===== src/core/timer_pkg.sv =====
package timer_pkg;

	// byte addresses of the timer's i/o locations
	localparam int unsigned ADDR_W = 4;
	localparam logic [3:0] ADDR_CTRL_A = 4'h0;
	localparam logic [3:0] ADDR_CTRL_B = 4'h1;
	localparam logic [3:0] ADDR_COUNT_L = 4'h2;
	localparam logic [3:0] ADDR_COUNT_H = 4'h3;
	localparam logic [3:0] ADDR_CMP_A_L = 4'h4;
	localparam logic [3:0] ADDR_CMP_A_H = 4'h5;
	localparam logic [3:0] ADDR_CMP_B_L = 4'h6;
	localparam logic [3:0] ADDR_CMP_B_H = 4'h7;
	localparam logic [3:0] ADDR_CAPT_L = 4'h8;
	localparam logic [3:0] ADDR_CAPT_H = 4'h9;
	localparam logic [3:0] ADDR_FLAGS = 4'ha;

	// field positions
	localparam int unsigned CTRL_B_FILTER = 7;
	localparam int unsigned CTRL_B_EDGE = 6;
	localparam int unsigned CTRL_B_RSVD = 5;
	localparam int unsigned CTRL_B_MODE_HI = 3;
	localparam int unsigned CTRL_B_CLKSEL = 0;
	localparam int unsigned FLAG_REG_LSB = 2;
	localparam int unsigned FLAG_OVF = 0;
	localparam int unsigned FLAG_CMP_B = 1;
	localparam int unsigned FLAG_CMP_A = 2;
	localparam int unsigned FLAG_CAPT = 3;

	// values after reset
	localparam logic [1:0] CTRL_A_RESET = 2'h0;
	localparam logic [7:0] CTRL_B_RESET = 8'h00;
	localparam logic [15:0] WORD_RESET = 16'h0000;
	localparam logic [7:0] BYTE_RESET = 8'h00;
	localparam logic [3:0] FLAGS_RESET = 4'h0;

	// top values
	localparam logic [15:0] TOP_MAX = 16'hffff;
	localparam logic [15:0] TOP_8BIT = 16'h00ff;
	localparam logic [15:0] TOP_9BIT = 16'h01ff;
	localparam logic [15:0] TOP_10BIT = 16'h03ff;
	localparam logic [15:0] BOTTOM = 16'h0000;

	// clock select codes
	localparam logic [2:0] CS_STOP = 3'h0;
	localparam logic [2:0] CS_DIV1 = 3'h1;
	localparam logic [2:0] CS_DIV8 = 3'h2;
	localparam logic [2:0] CS_DIV64 = 3'h3;
	localparam logic [2:0] CS_DIV256 = 3'h4;
	localparam logic [2:0] CS_DIV1024 = 3'h5;
	localparam logic [2:0] CS_EXT_FALL = 3'h6;
	localparam logic [2:0] CS_EXT_RISE = 3'h7;
	localparam int unsigned PRESCALE_W = 10;
	localparam logic [9:0] PRESCALE_RESET = 10'h000;
	localparam logic [9:0] MASK_DIV8 = 10'h007;
	localparam logic [9:0] MASK_DIV64 = 10'h03f;
	localparam logic [9:0] MASK_DIV256 = 10'h0ff;
	localparam logic [9:0] MASK_DIV1024 = 10'h3ff;

	// capture noise filter length in samples
	localparam int unsigned FILTER_SAMPLES = 4;
	localparam logic [3:0] FILTER_ONES = 4'hf;
	localparam logic [3:0] FILTER_ZEROS = 4'h0;

	typedef enum logic [4:0] {
		FAM_NORMAL = 5'b00001,
		FAM_CTC = 5'b00010,
		FAM_PC = 5'b00100,
		FAM_PFC = 5'b01000,
		FAM_FAST = 5'b10000
	} family_t;

	typedef enum logic [1:0] {
		DIR_UP = 2'b01,
		DIR_DOWN = 2'b10
	} dir_t;

endpackage


===== src/core/capture_input.sv =====
`timescale 1ns/10ps
`default_nettype none
module capture_input (
	input wire logic mclk,
	input wire logic rst,
	input wire logic capture_pin,
	input wire logic analog_comp_out,
	input wire logic analog_comp_sel,
	input wire logic capture_filter_en,
	input wire logic capture_edge_sel,
	input wire logic capture_enable,
	output logic capture_event
);
	logic source;
	logic [timer_pkg::FILTER_SAMPLES-1:0] history;
	logic filtered;
	logic level;
	logic level_prev;

	assign source = analog_comp_sel ? analog_comp_out : capture_pin;

	always_ff @(posedge mclk) begin
		if (rst) begin
			history <= timer_pkg::FILTER_ZEROS;
			filtered <= 1'b0;
			level_prev <= 1'b0;
		end else begin
			history <= {history[timer_pkg::FILTER_SAMPLES-2:0], source};
			// output changes only after four equal samples
			if (history == timer_pkg::FILTER_ONES) begin
				filtered <= 1'b1;
			end else if (history == timer_pkg::FILTER_ZEROS) begin
				filtered <= 1'b0;
			end
			level_prev <= level;
		end
	end

	assign level = capture_filter_en ? filtered : history[0];
	// zero picks the falling edge, one the rising edge
	assign capture_event = capture_enable & (capture_edge_sel ? (level & ~level_prev) : (~level & level_prev));
endmodule
`default_nettype wire


===== src/core/clock_select.sv =====
`timescale 1ns/10ps
`default_nettype none
module clock_select (
	input wire logic mclk,
	input wire logic rst,
	input wire logic [2:0] clock_source_sel,
	input wire logic external_count_pin,
	output logic timer_tick
);
	logic [timer_pkg::PRESCALE_W-1:0] prescale;
	logic ext_prev;
	logic ext_rise;
	logic ext_fall;

	always_ff @(posedge mclk) begin
		if (rst) begin
			prescale <= timer_pkg::PRESCALE_RESET;
			ext_prev <= 1'b0;
		end else begin
			prescale <= prescale + 10'h001;
			// the pin is watched whatever its port direction
			ext_prev <= external_count_pin;
		end
	end

	assign ext_rise = external_count_pin & ~ext_prev;
	assign ext_fall = ~external_count_pin & ext_prev;

	always_comb begin
		unique case (clock_source_sel)
			timer_pkg::CS_STOP: timer_tick = 1'b0;
			timer_pkg::CS_DIV1: timer_tick = 1'b1;
			timer_pkg::CS_DIV8: timer_tick = (prescale & timer_pkg::MASK_DIV8) == timer_pkg::MASK_DIV8;
			timer_pkg::CS_DIV64: timer_tick = (prescale & timer_pkg::MASK_DIV64) == timer_pkg::MASK_DIV64;
			timer_pkg::CS_DIV256: timer_tick = (prescale & timer_pkg::MASK_DIV256) == timer_pkg::MASK_DIV256;
			timer_pkg::CS_DIV1024: timer_tick = prescale == timer_pkg::MASK_DIV1024;
			timer_pkg::CS_EXT_FALL: timer_tick = ext_fall;
			timer_pkg::CS_EXT_RISE: timer_tick = ext_rise;
		endcase
	end
endmodule
`default_nettype wire


===== src/core/timer16.sv =====
// Summary of operation
// - two mode bits in control A and two in control B form the 4-bit mode.
// - mode 0 counts up to 0xFFFF, immediate compare, overflow at max.
// - modes 4 and 12 clear on match, top from compare A or capture.
// - modes 1-3,10,11 phase correct; buffers load at top, overflow at bottom.
// - modes 8,9 phase and frequency correct; load and overflow at bottom.
// - filter passes a capture level only after four equal samples.
// - edge select zero means falling edge, one means rising edge.
// - capture copies the counter into the capture register and sets the flag.
// - capture pin is ignored while the capture register is the top.
// - clock select 0 stops; 1 to 5 divide the clock by 1,8,64,256,1024.
// - clock select 6 and 7 count falling and rising external pin edges.
// - the external count pin clocks the counter even when driven as output.
// - sixteen-bit registers pass through one shared high-byte latch.
// - a counter write blocks compare matches on the next timer clock.
// - both compare values are compared continuously, giving flag and waveform.
// - capture source is the capture pin or the analog comparator output.
// - with capture register as top, the capture flag sets at top.
// - flags clear on vector acknowledge or on writing one to them.
`timescale 1ns/10ps
`default_nettype none
module timer16 (
	input wire logic mclk,
	input wire logic rst,
	input wire logic [timer_pkg::ADDR_W-1:0] io_addr,
	input wire logic [7:0] io_wdata,
	input wire logic io_wr,
	input wire logic io_rd,
	output logic [7:0] io_rdata,
	input wire logic capture_pin,
	input wire logic analog_comp_out,
	input wire logic analog_comp_sel,
	input wire logic external_count_pin,
	input wire logic [3:0] flag_ack,
	output logic overflow_flag,
	output logic compare_flag_b,
	output logic compare_flag_a,
	output logic capture_flag,
	output logic [1:0] compare_wave_out
);
	logic [1:0] waveform_mode_low;
	logic [7:0] timer_control_b;
	logic [15:0] count;
	logic [15:0] next_count;
	logic [15:0] capture_value;
	logic [15:0] cmp_buf [2];
	logic [15:0] cmp_act [2];
	logic [15:0] cmp_use [2];
	logic [7:0] temp_high;
	logic [3:0] flags;
	logic [3:0] flag_set;
	logic [3:0] flag_clr;
	logic [1:0] wave;
	logic [1:0] match;
	logic block_match;
	timer_pkg::dir_t dir;
	timer_pkg::dir_t next_dir;
	timer_pkg::family_t family;
	logic [15:0] top;
	logic top_is_capt;
	logic [3:0] waveform_mode_sel;
	logic [1:0] waveform_mode_high;
	logic [2:0] clock_source_sel;
	logic capture_filter_en;
	logic capture_edge_sel;
	logic timer_tick;
	logic capture_event;
	logic dual_slope;
	logic immediate;
	logic at_top;
	logic at_bottom;
	logic at_max;
	logic load_now;
	logic count_wr;
	logic capt_wr;
	logic [1:0] cmp_wr;
	logic high_addr;
	logic [15:0] word_sel;
	logic [7:0] read_byte;
	logic [15:0] write_word;

	// control fields
	assign waveform_mode_high = timer_control_b[timer_pkg::CTRL_B_MODE_HI +: 2];
	assign waveform_mode_sel = {waveform_mode_high, waveform_mode_low};
	assign clock_source_sel = timer_control_b[timer_pkg::CTRL_B_CLKSEL +: 3];
	assign capture_filter_en = timer_control_b[timer_pkg::CTRL_B_FILTER];
	assign capture_edge_sel = timer_control_b[timer_pkg::CTRL_B_EDGE];

	// mode decode: counting family and source of top
	always_comb begin
		unique case (waveform_mode_sel)
			4'h0: begin
				family = timer_pkg::FAM_NORMAL;
				top = timer_pkg::TOP_MAX;
			end
			4'h1: begin
				family = timer_pkg::FAM_PC;
				top = timer_pkg::TOP_8BIT;
			end
			4'h2: begin
				family = timer_pkg::FAM_PC;
				top = timer_pkg::TOP_9BIT;
			end
			4'h3: begin
				family = timer_pkg::FAM_PC;
				top = timer_pkg::TOP_10BIT;
			end
			4'h4: begin
				family = timer_pkg::FAM_CTC;
				top = cmp_use[0];
			end
			4'h5: begin
				family = timer_pkg::FAM_FAST;
				top = timer_pkg::TOP_8BIT;
			end
			4'h6: begin
				family = timer_pkg::FAM_FAST;
				top = timer_pkg::TOP_9BIT;
			end
			4'h7: begin
				family = timer_pkg::FAM_FAST;
				top = timer_pkg::TOP_10BIT;
			end
			4'h8: begin
				family = timer_pkg::FAM_PFC;
				top = capture_value;
			end
			4'h9: begin
				family = timer_pkg::FAM_PFC;
				top = cmp_use[0];
			end
			4'ha: begin
				family = timer_pkg::FAM_PC;
				top = capture_value;
			end
			4'hb: begin
				family = timer_pkg::FAM_PC;
				top = cmp_use[0];
			end
			4'hc: begin
				family = timer_pkg::FAM_CTC;
				top = capture_value;
			end
			4'hd: begin
				family = timer_pkg::FAM_NORMAL;
				top = timer_pkg::TOP_MAX;
			end
			4'he: begin
				family = timer_pkg::FAM_FAST;
				top = capture_value;
			end
			4'hf: begin
				family = timer_pkg::FAM_FAST;
				top = cmp_use[0];
			end
		endcase
	end

	assign top_is_capt = (waveform_mode_sel == 4'h8) | (waveform_mode_sel == 4'ha) |
		(waveform_mode_sel == 4'hc) | (waveform_mode_sel == 4'he);
	assign dual_slope = (family == timer_pkg::FAM_PC) | (family == timer_pkg::FAM_PFC);
	assign immediate = (family == timer_pkg::FAM_NORMAL) | (family == timer_pkg::FAM_CTC);

	// counter events, all qualified by the timer clock
	assign at_top = timer_tick & (count == top);
	assign at_bottom = timer_tick & dual_slope & (dir == timer_pkg::DIR_DOWN) & (count == timer_pkg::BOTTOM);
	assign at_max = timer_tick & (count == timer_pkg::TOP_MAX);
	// fast pwm loads on the wrap into bottom, phase correct at top
	assign load_now = ((family == timer_pkg::FAM_PC) & at_top) |
		((family == timer_pkg::FAM_PFC) & at_bottom) |
		((family == timer_pkg::FAM_FAST) & at_top);

	clock_select u_clock_select (
		.mclk(mclk),
		.rst(rst),
		.clock_source_sel(clock_source_sel),
		.external_count_pin(external_count_pin),
		.timer_tick(timer_tick)
	);

	capture_input u_capture_input (
		.mclk(mclk),
		.rst(rst),
		.capture_pin(capture_pin),
		.analog_comp_out(analog_comp_out),
		.analog_comp_sel(analog_comp_sel),
		.capture_filter_en(capture_filter_en),
		.capture_edge_sel(capture_edge_sel),
		.capture_enable(~top_is_capt),
		.capture_event(capture_event)
	);

	// cpu access: high byte goes through the shared latch
	assign high_addr = (io_addr == timer_pkg::ADDR_COUNT_H) | (io_addr == timer_pkg::ADDR_CMP_A_H) |
		(io_addr == timer_pkg::ADDR_CMP_B_H) | (io_addr == timer_pkg::ADDR_CAPT_H);
	assign write_word = {temp_high, io_wdata};
	assign count_wr = io_wr & (io_addr == timer_pkg::ADDR_COUNT_L);
	assign cmp_wr[0] = io_wr & (io_addr == timer_pkg::ADDR_CMP_A_L);
	assign cmp_wr[1] = io_wr & (io_addr == timer_pkg::ADDR_CMP_B_L);
	assign capt_wr = io_wr & (io_addr == timer_pkg::ADDR_CAPT_L);

	always_comb begin
		unique case (io_addr)
			timer_pkg::ADDR_COUNT_L: word_sel = count;
			timer_pkg::ADDR_CMP_A_L: word_sel = cmp_buf[0];
			timer_pkg::ADDR_CMP_B_L: word_sel = cmp_buf[1];
			timer_pkg::ADDR_CAPT_L: word_sel = capture_value;
			default: word_sel = timer_pkg::WORD_RESET;
		endcase
	end

	always_comb begin
		unique case (io_addr)
			timer_pkg::ADDR_CTRL_A: read_byte = {6'h00, waveform_mode_low};
			timer_pkg::ADDR_CTRL_B: read_byte = timer_control_b;
			timer_pkg::ADDR_FLAGS: read_byte = {2'h0, flags, 2'h0};
			default: read_byte = high_addr ? temp_high : word_sel[7:0];
		endcase
	end

	always_ff @(posedge mclk) begin
		if (rst) begin
			io_rdata <= timer_pkg::BYTE_RESET;
			temp_high <= timer_pkg::BYTE_RESET;
		end else begin
			if (io_rd) begin
				io_rdata <= read_byte;
			end
			// low-byte read freezes the high byte for the following read
			if (io_wr & high_addr) begin
				temp_high <= io_wdata;
			end else if (io_rd & ~high_addr & (io_addr >= timer_pkg::ADDR_COUNT_L) &
				(io_addr <= timer_pkg::ADDR_CAPT_L)) begin
				temp_high <= word_sel[15:8];
			end
		end
	end

	always_ff @(posedge mclk) begin
		if (rst) begin
			waveform_mode_low <= timer_pkg::CTRL_A_RESET;
			timer_control_b <= timer_pkg::CTRL_B_RESET;
		end else begin
			if (io_wr & (io_addr == timer_pkg::ADDR_CTRL_A)) begin
				waveform_mode_low <= io_wdata[1:0];
			end
			if (io_wr & (io_addr == timer_pkg::ADDR_CTRL_B)) begin
				timer_control_b <= io_wdata & 8'hdf;
			end
		end
	end

	// counter sequence
	always_comb begin
		next_count = count;
		next_dir = dir;
		if (count_wr) begin
			next_count = write_word;
		end else if (timer_tick & dual_slope) begin
			if (dir == timer_pkg::DIR_UP) begin
				if (count >= top) begin
					next_dir = timer_pkg::DIR_DOWN;
					next_count = count - 16'h0001;
				end else begin
					next_count = count + 16'h0001;
				end
			end else if (count == timer_pkg::BOTTOM) begin
				next_dir = timer_pkg::DIR_UP;
				next_count = count + 16'h0001;
			end else begin
				next_count = count - 16'h0001;
			end
		end else if (timer_tick) begin
			next_count = (count == top) ? timer_pkg::BOTTOM : count + 16'h0001;
		end
	end

	always_ff @(posedge mclk) begin
		if (rst) begin
			count <= timer_pkg::WORD_RESET;
			dir <= timer_pkg::DIR_UP;
			block_match <= 1'b0;
		end else begin
			count <= next_count;
			dir <= next_dir;
			if (count_wr) begin
				block_match <= 1'b1;
			end else if (timer_tick) begin
				block_match <= 1'b0;
			end
		end
	end

	always_ff @(posedge mclk) begin
		if (rst) begin
			capture_value <= timer_pkg::WORD_RESET;
		end else if (capt_wr) begin
			capture_value <= write_word;
		end else if (capture_event) begin
			capture_value <= count;
		end
	end

	// compare units: buffer, active value, match and waveform
	genvar ch;
	generate
		for (ch = 0; ch < 2; ch++) begin : g_cmp
			assign cmp_use[ch] = immediate ? cmp_buf[ch] : cmp_act[ch];
			assign match[ch] = timer_tick & ~block_match & (count == cmp_use[ch]);

			always_ff @(posedge mclk) begin
				if (rst) begin
					cmp_buf[ch] <= timer_pkg::WORD_RESET;
					cmp_act[ch] <= timer_pkg::WORD_RESET;
					wave[ch] <= 1'b0;
				end else begin
					if (cmp_wr[ch]) begin
						cmp_buf[ch] <= write_word;
					end
					if (load_now | immediate) begin
						cmp_act[ch] <= cmp_buf[ch];
					end
					if ((family == timer_pkg::FAM_FAST) & at_top) begin
						wave[ch] <= 1'b1;
					end else if (match[ch] & dual_slope) begin
						wave[ch] <= (dir == timer_pkg::DIR_DOWN);
					end else if (match[ch] & (family == timer_pkg::FAM_FAST)) begin
						wave[ch] <= 1'b0;
					end else if (match[ch]) begin
						wave[ch] <= ~wave[ch];
					end
				end
			end
		end
	endgenerate

	assign compare_wave_out = wave;

	// flags: a set in the same cycle as a clear wins
	assign flag_set[timer_pkg::FLAG_OVF] = (immediate & at_max) |
		((family == timer_pkg::FAM_FAST) & at_top) |
		at_bottom;
	assign flag_set[timer_pkg::FLAG_CMP_B] = match[1];
	assign flag_set[timer_pkg::FLAG_CMP_A] = match[0];
	assign flag_set[timer_pkg::FLAG_CAPT] = capture_event | (top_is_capt & at_top);
	assign flag_clr = flag_ack | ((io_wr & (io_addr == timer_pkg::ADDR_FLAGS)) ?
		io_wdata[timer_pkg::FLAG_REG_LSB +: 4] : 4'h0);

	always_ff @(posedge mclk) begin
		if (rst) begin
			flags <= timer_pkg::FLAGS_RESET;
		end else begin
			flags <= flag_set | (flags & ~flag_clr);
		end
	end

	assign overflow_flag = flags[timer_pkg::FLAG_OVF];
	assign compare_flag_b = flags[timer_pkg::FLAG_CMP_B];
	assign compare_flag_a = flags[timer_pkg::FLAG_CMP_A];
	assign capture_flag = flags[timer_pkg::FLAG_CAPT];
endmodule
`default_nettype wire


===== config.mk =====
export PLATFORM = sky130hd
export DESIGN_NAME = timer16
export DESIGN_NICKNAME = d
export VERILOG_FILES = /design/src/core/timer_pkg.sv /design/src/core/capture_input.sv /design/src/core/clock_select.sv /design/src/core/timer16.sv
export SDC_FILE = /design/constraint.sdc
export NUM_CORES = 1
export LEC_CHECK = 0
export ABC_AREA = 1
export BUFFER_PORTS_ARGS = -buffer_cell sky130_fd_sc_hd__buf_2
export CORE_MARGIN = 3
export CORE_UTILIZATION = 40
export DETAILED_ROUTE_END_ITERATION = 6
export PLACE_DENSITY = 0.55
export SYNTH_ARGS = -nofsm -noshare
export SYNTH_HDL_FRONTEND = slang
export SYNTH_HIERARCHICAL = 1
export SYNTH_SLANG_ARGS = --single-unit

===== constraint.sdc =====
create_clock -name mclk -period 3.9 [get_ports mclk]
set_clock_uncertainty 0.05 [all_clocks]
set_input_delay 0.78 -clock mclk [delete_from_list [all_inputs] [get_ports mclk]]
set_output_delay 0.78 -clock mclk [all_outputs]
set_load 0.01 [all_outputs]

==> flow_summary_export.csv <==
group,metric,value,unit
global_route,antenna_found_initial,0,
timing,tns,0,ns
timing,rsz0062_at_grt,"false",
worst_setup_path,endpoint_kind,"register",
die,design.die.area,24800,µm²
worst_setup_path,r2r_start,"waveform_mode_low[1]",
cts,cts_inserted_buffers,17,
finish,utilization,0.4634,
timing,setup_violations,0,
timing,drv_slew,0,
die,io_pins,38,
timing,fmax,284.3,MHz
die,die_w,157.5,µm
die,die_h,157.5,µm
cts,clock_latency,0.44,ns
synthesis,syn_inst,1307,
finish,nets,1387,
pwr,intPower,0.002703,W
place,place_congestion,0.9571,
drt,drt_iter0_markers,899,
timing,post-route-min-period,3.517,ns
cts,clk_path_buf_depth,2,
synthesis,ys_seq_area_frac,0.3904,
worst_hold_path,min-delay-start,"u_capture_input/history[2]",
drt,via_per_inst,5.514,
timing,maxSlewHeadroom,0.4031,
global_route,grt_pass1_vias,8298,
drt,top_layer,"met4",
drt,first_pass_iters,6,
pwr,power_frac_clock,0.430,
worst_setup_path,crit_type,"register to register",
global_route,overflow,0,
drt,dr_wl_met2,14340,µm
drt,ant_nets,0,
cts,clk_pin_slew,0.07,ns
die,coreArea,22160,µm²
pwr,cellPowerDensity,383.6,nW/µm²
timing,tightestPinTransition,0.8861,ns
synthesis,yosys_warnings,6,
synthesis,synth_nets,1352,
pwr,p_leak,4.645,nW
pwr,combPwrFrac,0.132,
drt,vias,9016,
drt,wirelength,32510,µm
drt,wire_per_inst,19.88,µm
worst_setup_path,required,4.16,ns
synthesis,yosysTopAreaCellShare,0.2093,
finish,diodes,0,
synthesis,synth_seq_cells,147,
finish,area_growth,11.86,%
synthesis,synth_top_flop_cell,"dfxtp_1",
drt,drt-met1-wl,14840,µm
outcome,status,"finished, final reports clean",
drt,drc_errors,0,
synthesis,synth.area.top_cells,"edfxtp_1, dfxtp_1, nand2_1",
place,placed_area,9643,µm²
cts,cts_sinks,147,
synthesis,syn_area,9180,µm²
cts,cts_hold_buf,0,
worst_setup_path,reg2regPathDepth,22,
worst_setup_path,reg2reg_slack,0.38,ns
die,rows,54,
cts,cts_tree,"built",
cts,htree_levels,4,
synthesis,synth.most_common_cell,"nand2_1",
synthesis,synth_area_per_cell,7.024,µm²
timing,final.period_utilization,0.9018,
drt,wl_met3,2388,µm
synthesis,synth.distinct_cells,44,
pwr,fin_total_pwr,0.003939,W
synthesis,async_reset_ff_frac,0,
finish,stdcell_area,10270,µm²
timing,hold_viol,0,
finish,drive_gt1_frac,0.1041,
place,place_hpwl,24130,µm
cts,cts_root_buf,"clkbuf_16",
worst_hold_path,hold_class,"register to register",
pwr,swShare,0.3139,
run,drv_cap,0,
die,start_util,0.4142,
place,portBuffers,37,
synthesis,synth_common_cells,"nand2_1, inv_1, nor2_1, o21ai_0, dfxtp_1",
synthesis,synth_enable_flop_cells,64,
worst_setup_path,r2r-end,"count[12]",
global_route,grt_util_all_layers,0.2662,
synthesis,yosysTopAreaCell,"edfxtp_1",
worst_setup_path,critPathMaxFanout,14,
pwr,peakVddDrop,0.0002780,V
global_route,grt_max_degree,34,
pwr,power.switching,0.001236,W
pwr,seqPwrFrac,0.438,
worst_setup_path,cp.arrival,3.77,ns
worst_hold_path,min_to,"u_capture_input/history[3]",
global_route,grt_pass1_wl,49610,µm
worst_setup_path,cp-start-kind,"register",
worst_hold_path,holdPathStages,2,
==> through the flow <==
stage | setup WS [ns] | hold slack, ns | std cells
floorplan | 0.1075 | 0.3660 | 1307
global placement | 0.3882 | 0.3760 | 1602
detailed placement | 0.2569 | 0.3830 | 1602
CTS | 0.2287 | 0.3923 | 1634
global route | 0.01090 | 0.4269 | 1635
finish | 0.3831 | 0.3907 | 1635
==> cell families (layout without fill, tap and decap cells) <==
family          after synthesis  in the layout  synth area share
buf+inv                     256            303            0.1175
flops                       147            147            0.3903
simple gates                592            593            0.2720
xor+xnor                     23             23           0.02194
compound gates              268            268            0.1696
fa+ha+maj                    21             21           0.02862
==> critical path: stages (launching register included) <==
cell	delay, ns
dfxtp_1	0.35
inv_2	0.17
nand3_1	0.12
and3_1	0.20
inv_1	0.20
nand2_1	0.24
o21ai_0	0.14
a31oi_1	0.06
ha_1	0.30
nand2_1	0.07
nor2_1	0.13
nand2_1	0.11
nor2_2	0.17
inv_1	0.09
nand2_1	0.06
nor2_1	0.03
nand2_1	0.12
nand2_1	0.15
nand2_2	0.11
buf_4	0.21
nand3_1	0.11
nand3_1	0.11
a21oi_1	0.06
==> area by class of cell <==
cell class / count / area [µm²]
Inverter: 204 / 765.7
Sequential cell: 147 / 3583
Clock buffer: 17 / 425.4
Tap cell: 280 / 350.3
Clock inverter: 15 / 183.9
Multi-Input combinational cell: 905 / 4533
Timing Repair Buffer: 67 / 426.7
Fill cell: 2310 / 11890
==> registers in the layout, indices dropped and copies added (netlist names), 7 cells and up <==
register                 flops
capture_value               16
cmp_act                     32
cmp_buf                     32
count                       16
io_rdata                     8
temp_high                    8
timer_control_b              7
u_clock_select/prescale     10
==> per-layer routing <==
metal / GRT usage / up-vias
met5: 0 / -
met4: 0.08471 / 0
met3: 0.05004 / 39
met2: 0.4125 / 332
met1: 0.3763 / 4256
li1: - / 4389
==> power by group through the flow <==
| stage | Sequential, W | Clock [W] | Combinational [W] |
|---|---|---|---|
| detailed placement | 0.00176 | 0 | 0.000508 |
| global placement | 0.00176 | 0 | 0.000508 |
| global route | 0.00173 | 0.00178 | 0.000579 |
| finish | 0.00172 | 0.00169 | 0.000521 |
| CTS | 0.00172 | 0.00171 | 0.000511 |
| floorplan | 0.00174 | 0 | 0.000352 |
==> cell usage in the layout (no fill, tap or decap), types with 4 or more instances in the layout <==
| master | count |
|---|---|
| buf_2 | 37 |
| inv_2 | 9 |
| buf_4 | 28 |
| dfxtp_1 | 83 |
| edfxtp_1 | 64 |
| o22ai_1 | 41 |
| nor2_1 | 169 |
| nand4_1 | 13 |
| clkinv_1 | 7 |
| a21oi_1 | 75 |
| nor2_2 | 7 |
| inv_8 | 4 |
| clkinv_8 | 6 |
| nand3_1 | 82 |
| o31ai_1 | 5 |
| clkbuf_16 | 17 |
| o21ai_1 | 11 |
| o211ai_1 | 9 |
| o21ai_0 | 88 |
| a221oi_1 | 6 |
| xor2_1 | 22 |
| ha_1 | 21 |
| nand2_1 | 281 |
| a31oi_1 | 4 |
| nand2_2 | 16 |
| o221ai_1 | 18 |
| inv_1 | 188 |
| nor3_1 | 11 |
==> timing repair <==
action | CTS | global route
endpoints found under the setup margin | 0 | 14
resized for setup | 0 | 3
buffers inserted | 0 | 0
==> worst max-delay path by stage <==
stage	start	end	slack (ns)	depth (start not counted)
detailed placement	timer_control_b[3]	count[7]	0.26	21
CTS	timer_control_b[3]	count[7]	0.23	21
global placement	timer_control_b[3]	count[7]	0.39	21
global route	timer_control_b[4]	count[15]	0.01	22
finish	waveform_mode_low[1]	count[12]	0.38	22
floorplan	waveform_mode_low[1]	cmp_act[0][0]	0.11	18
No activity file was read; power rests on OpenSTA's default activity.
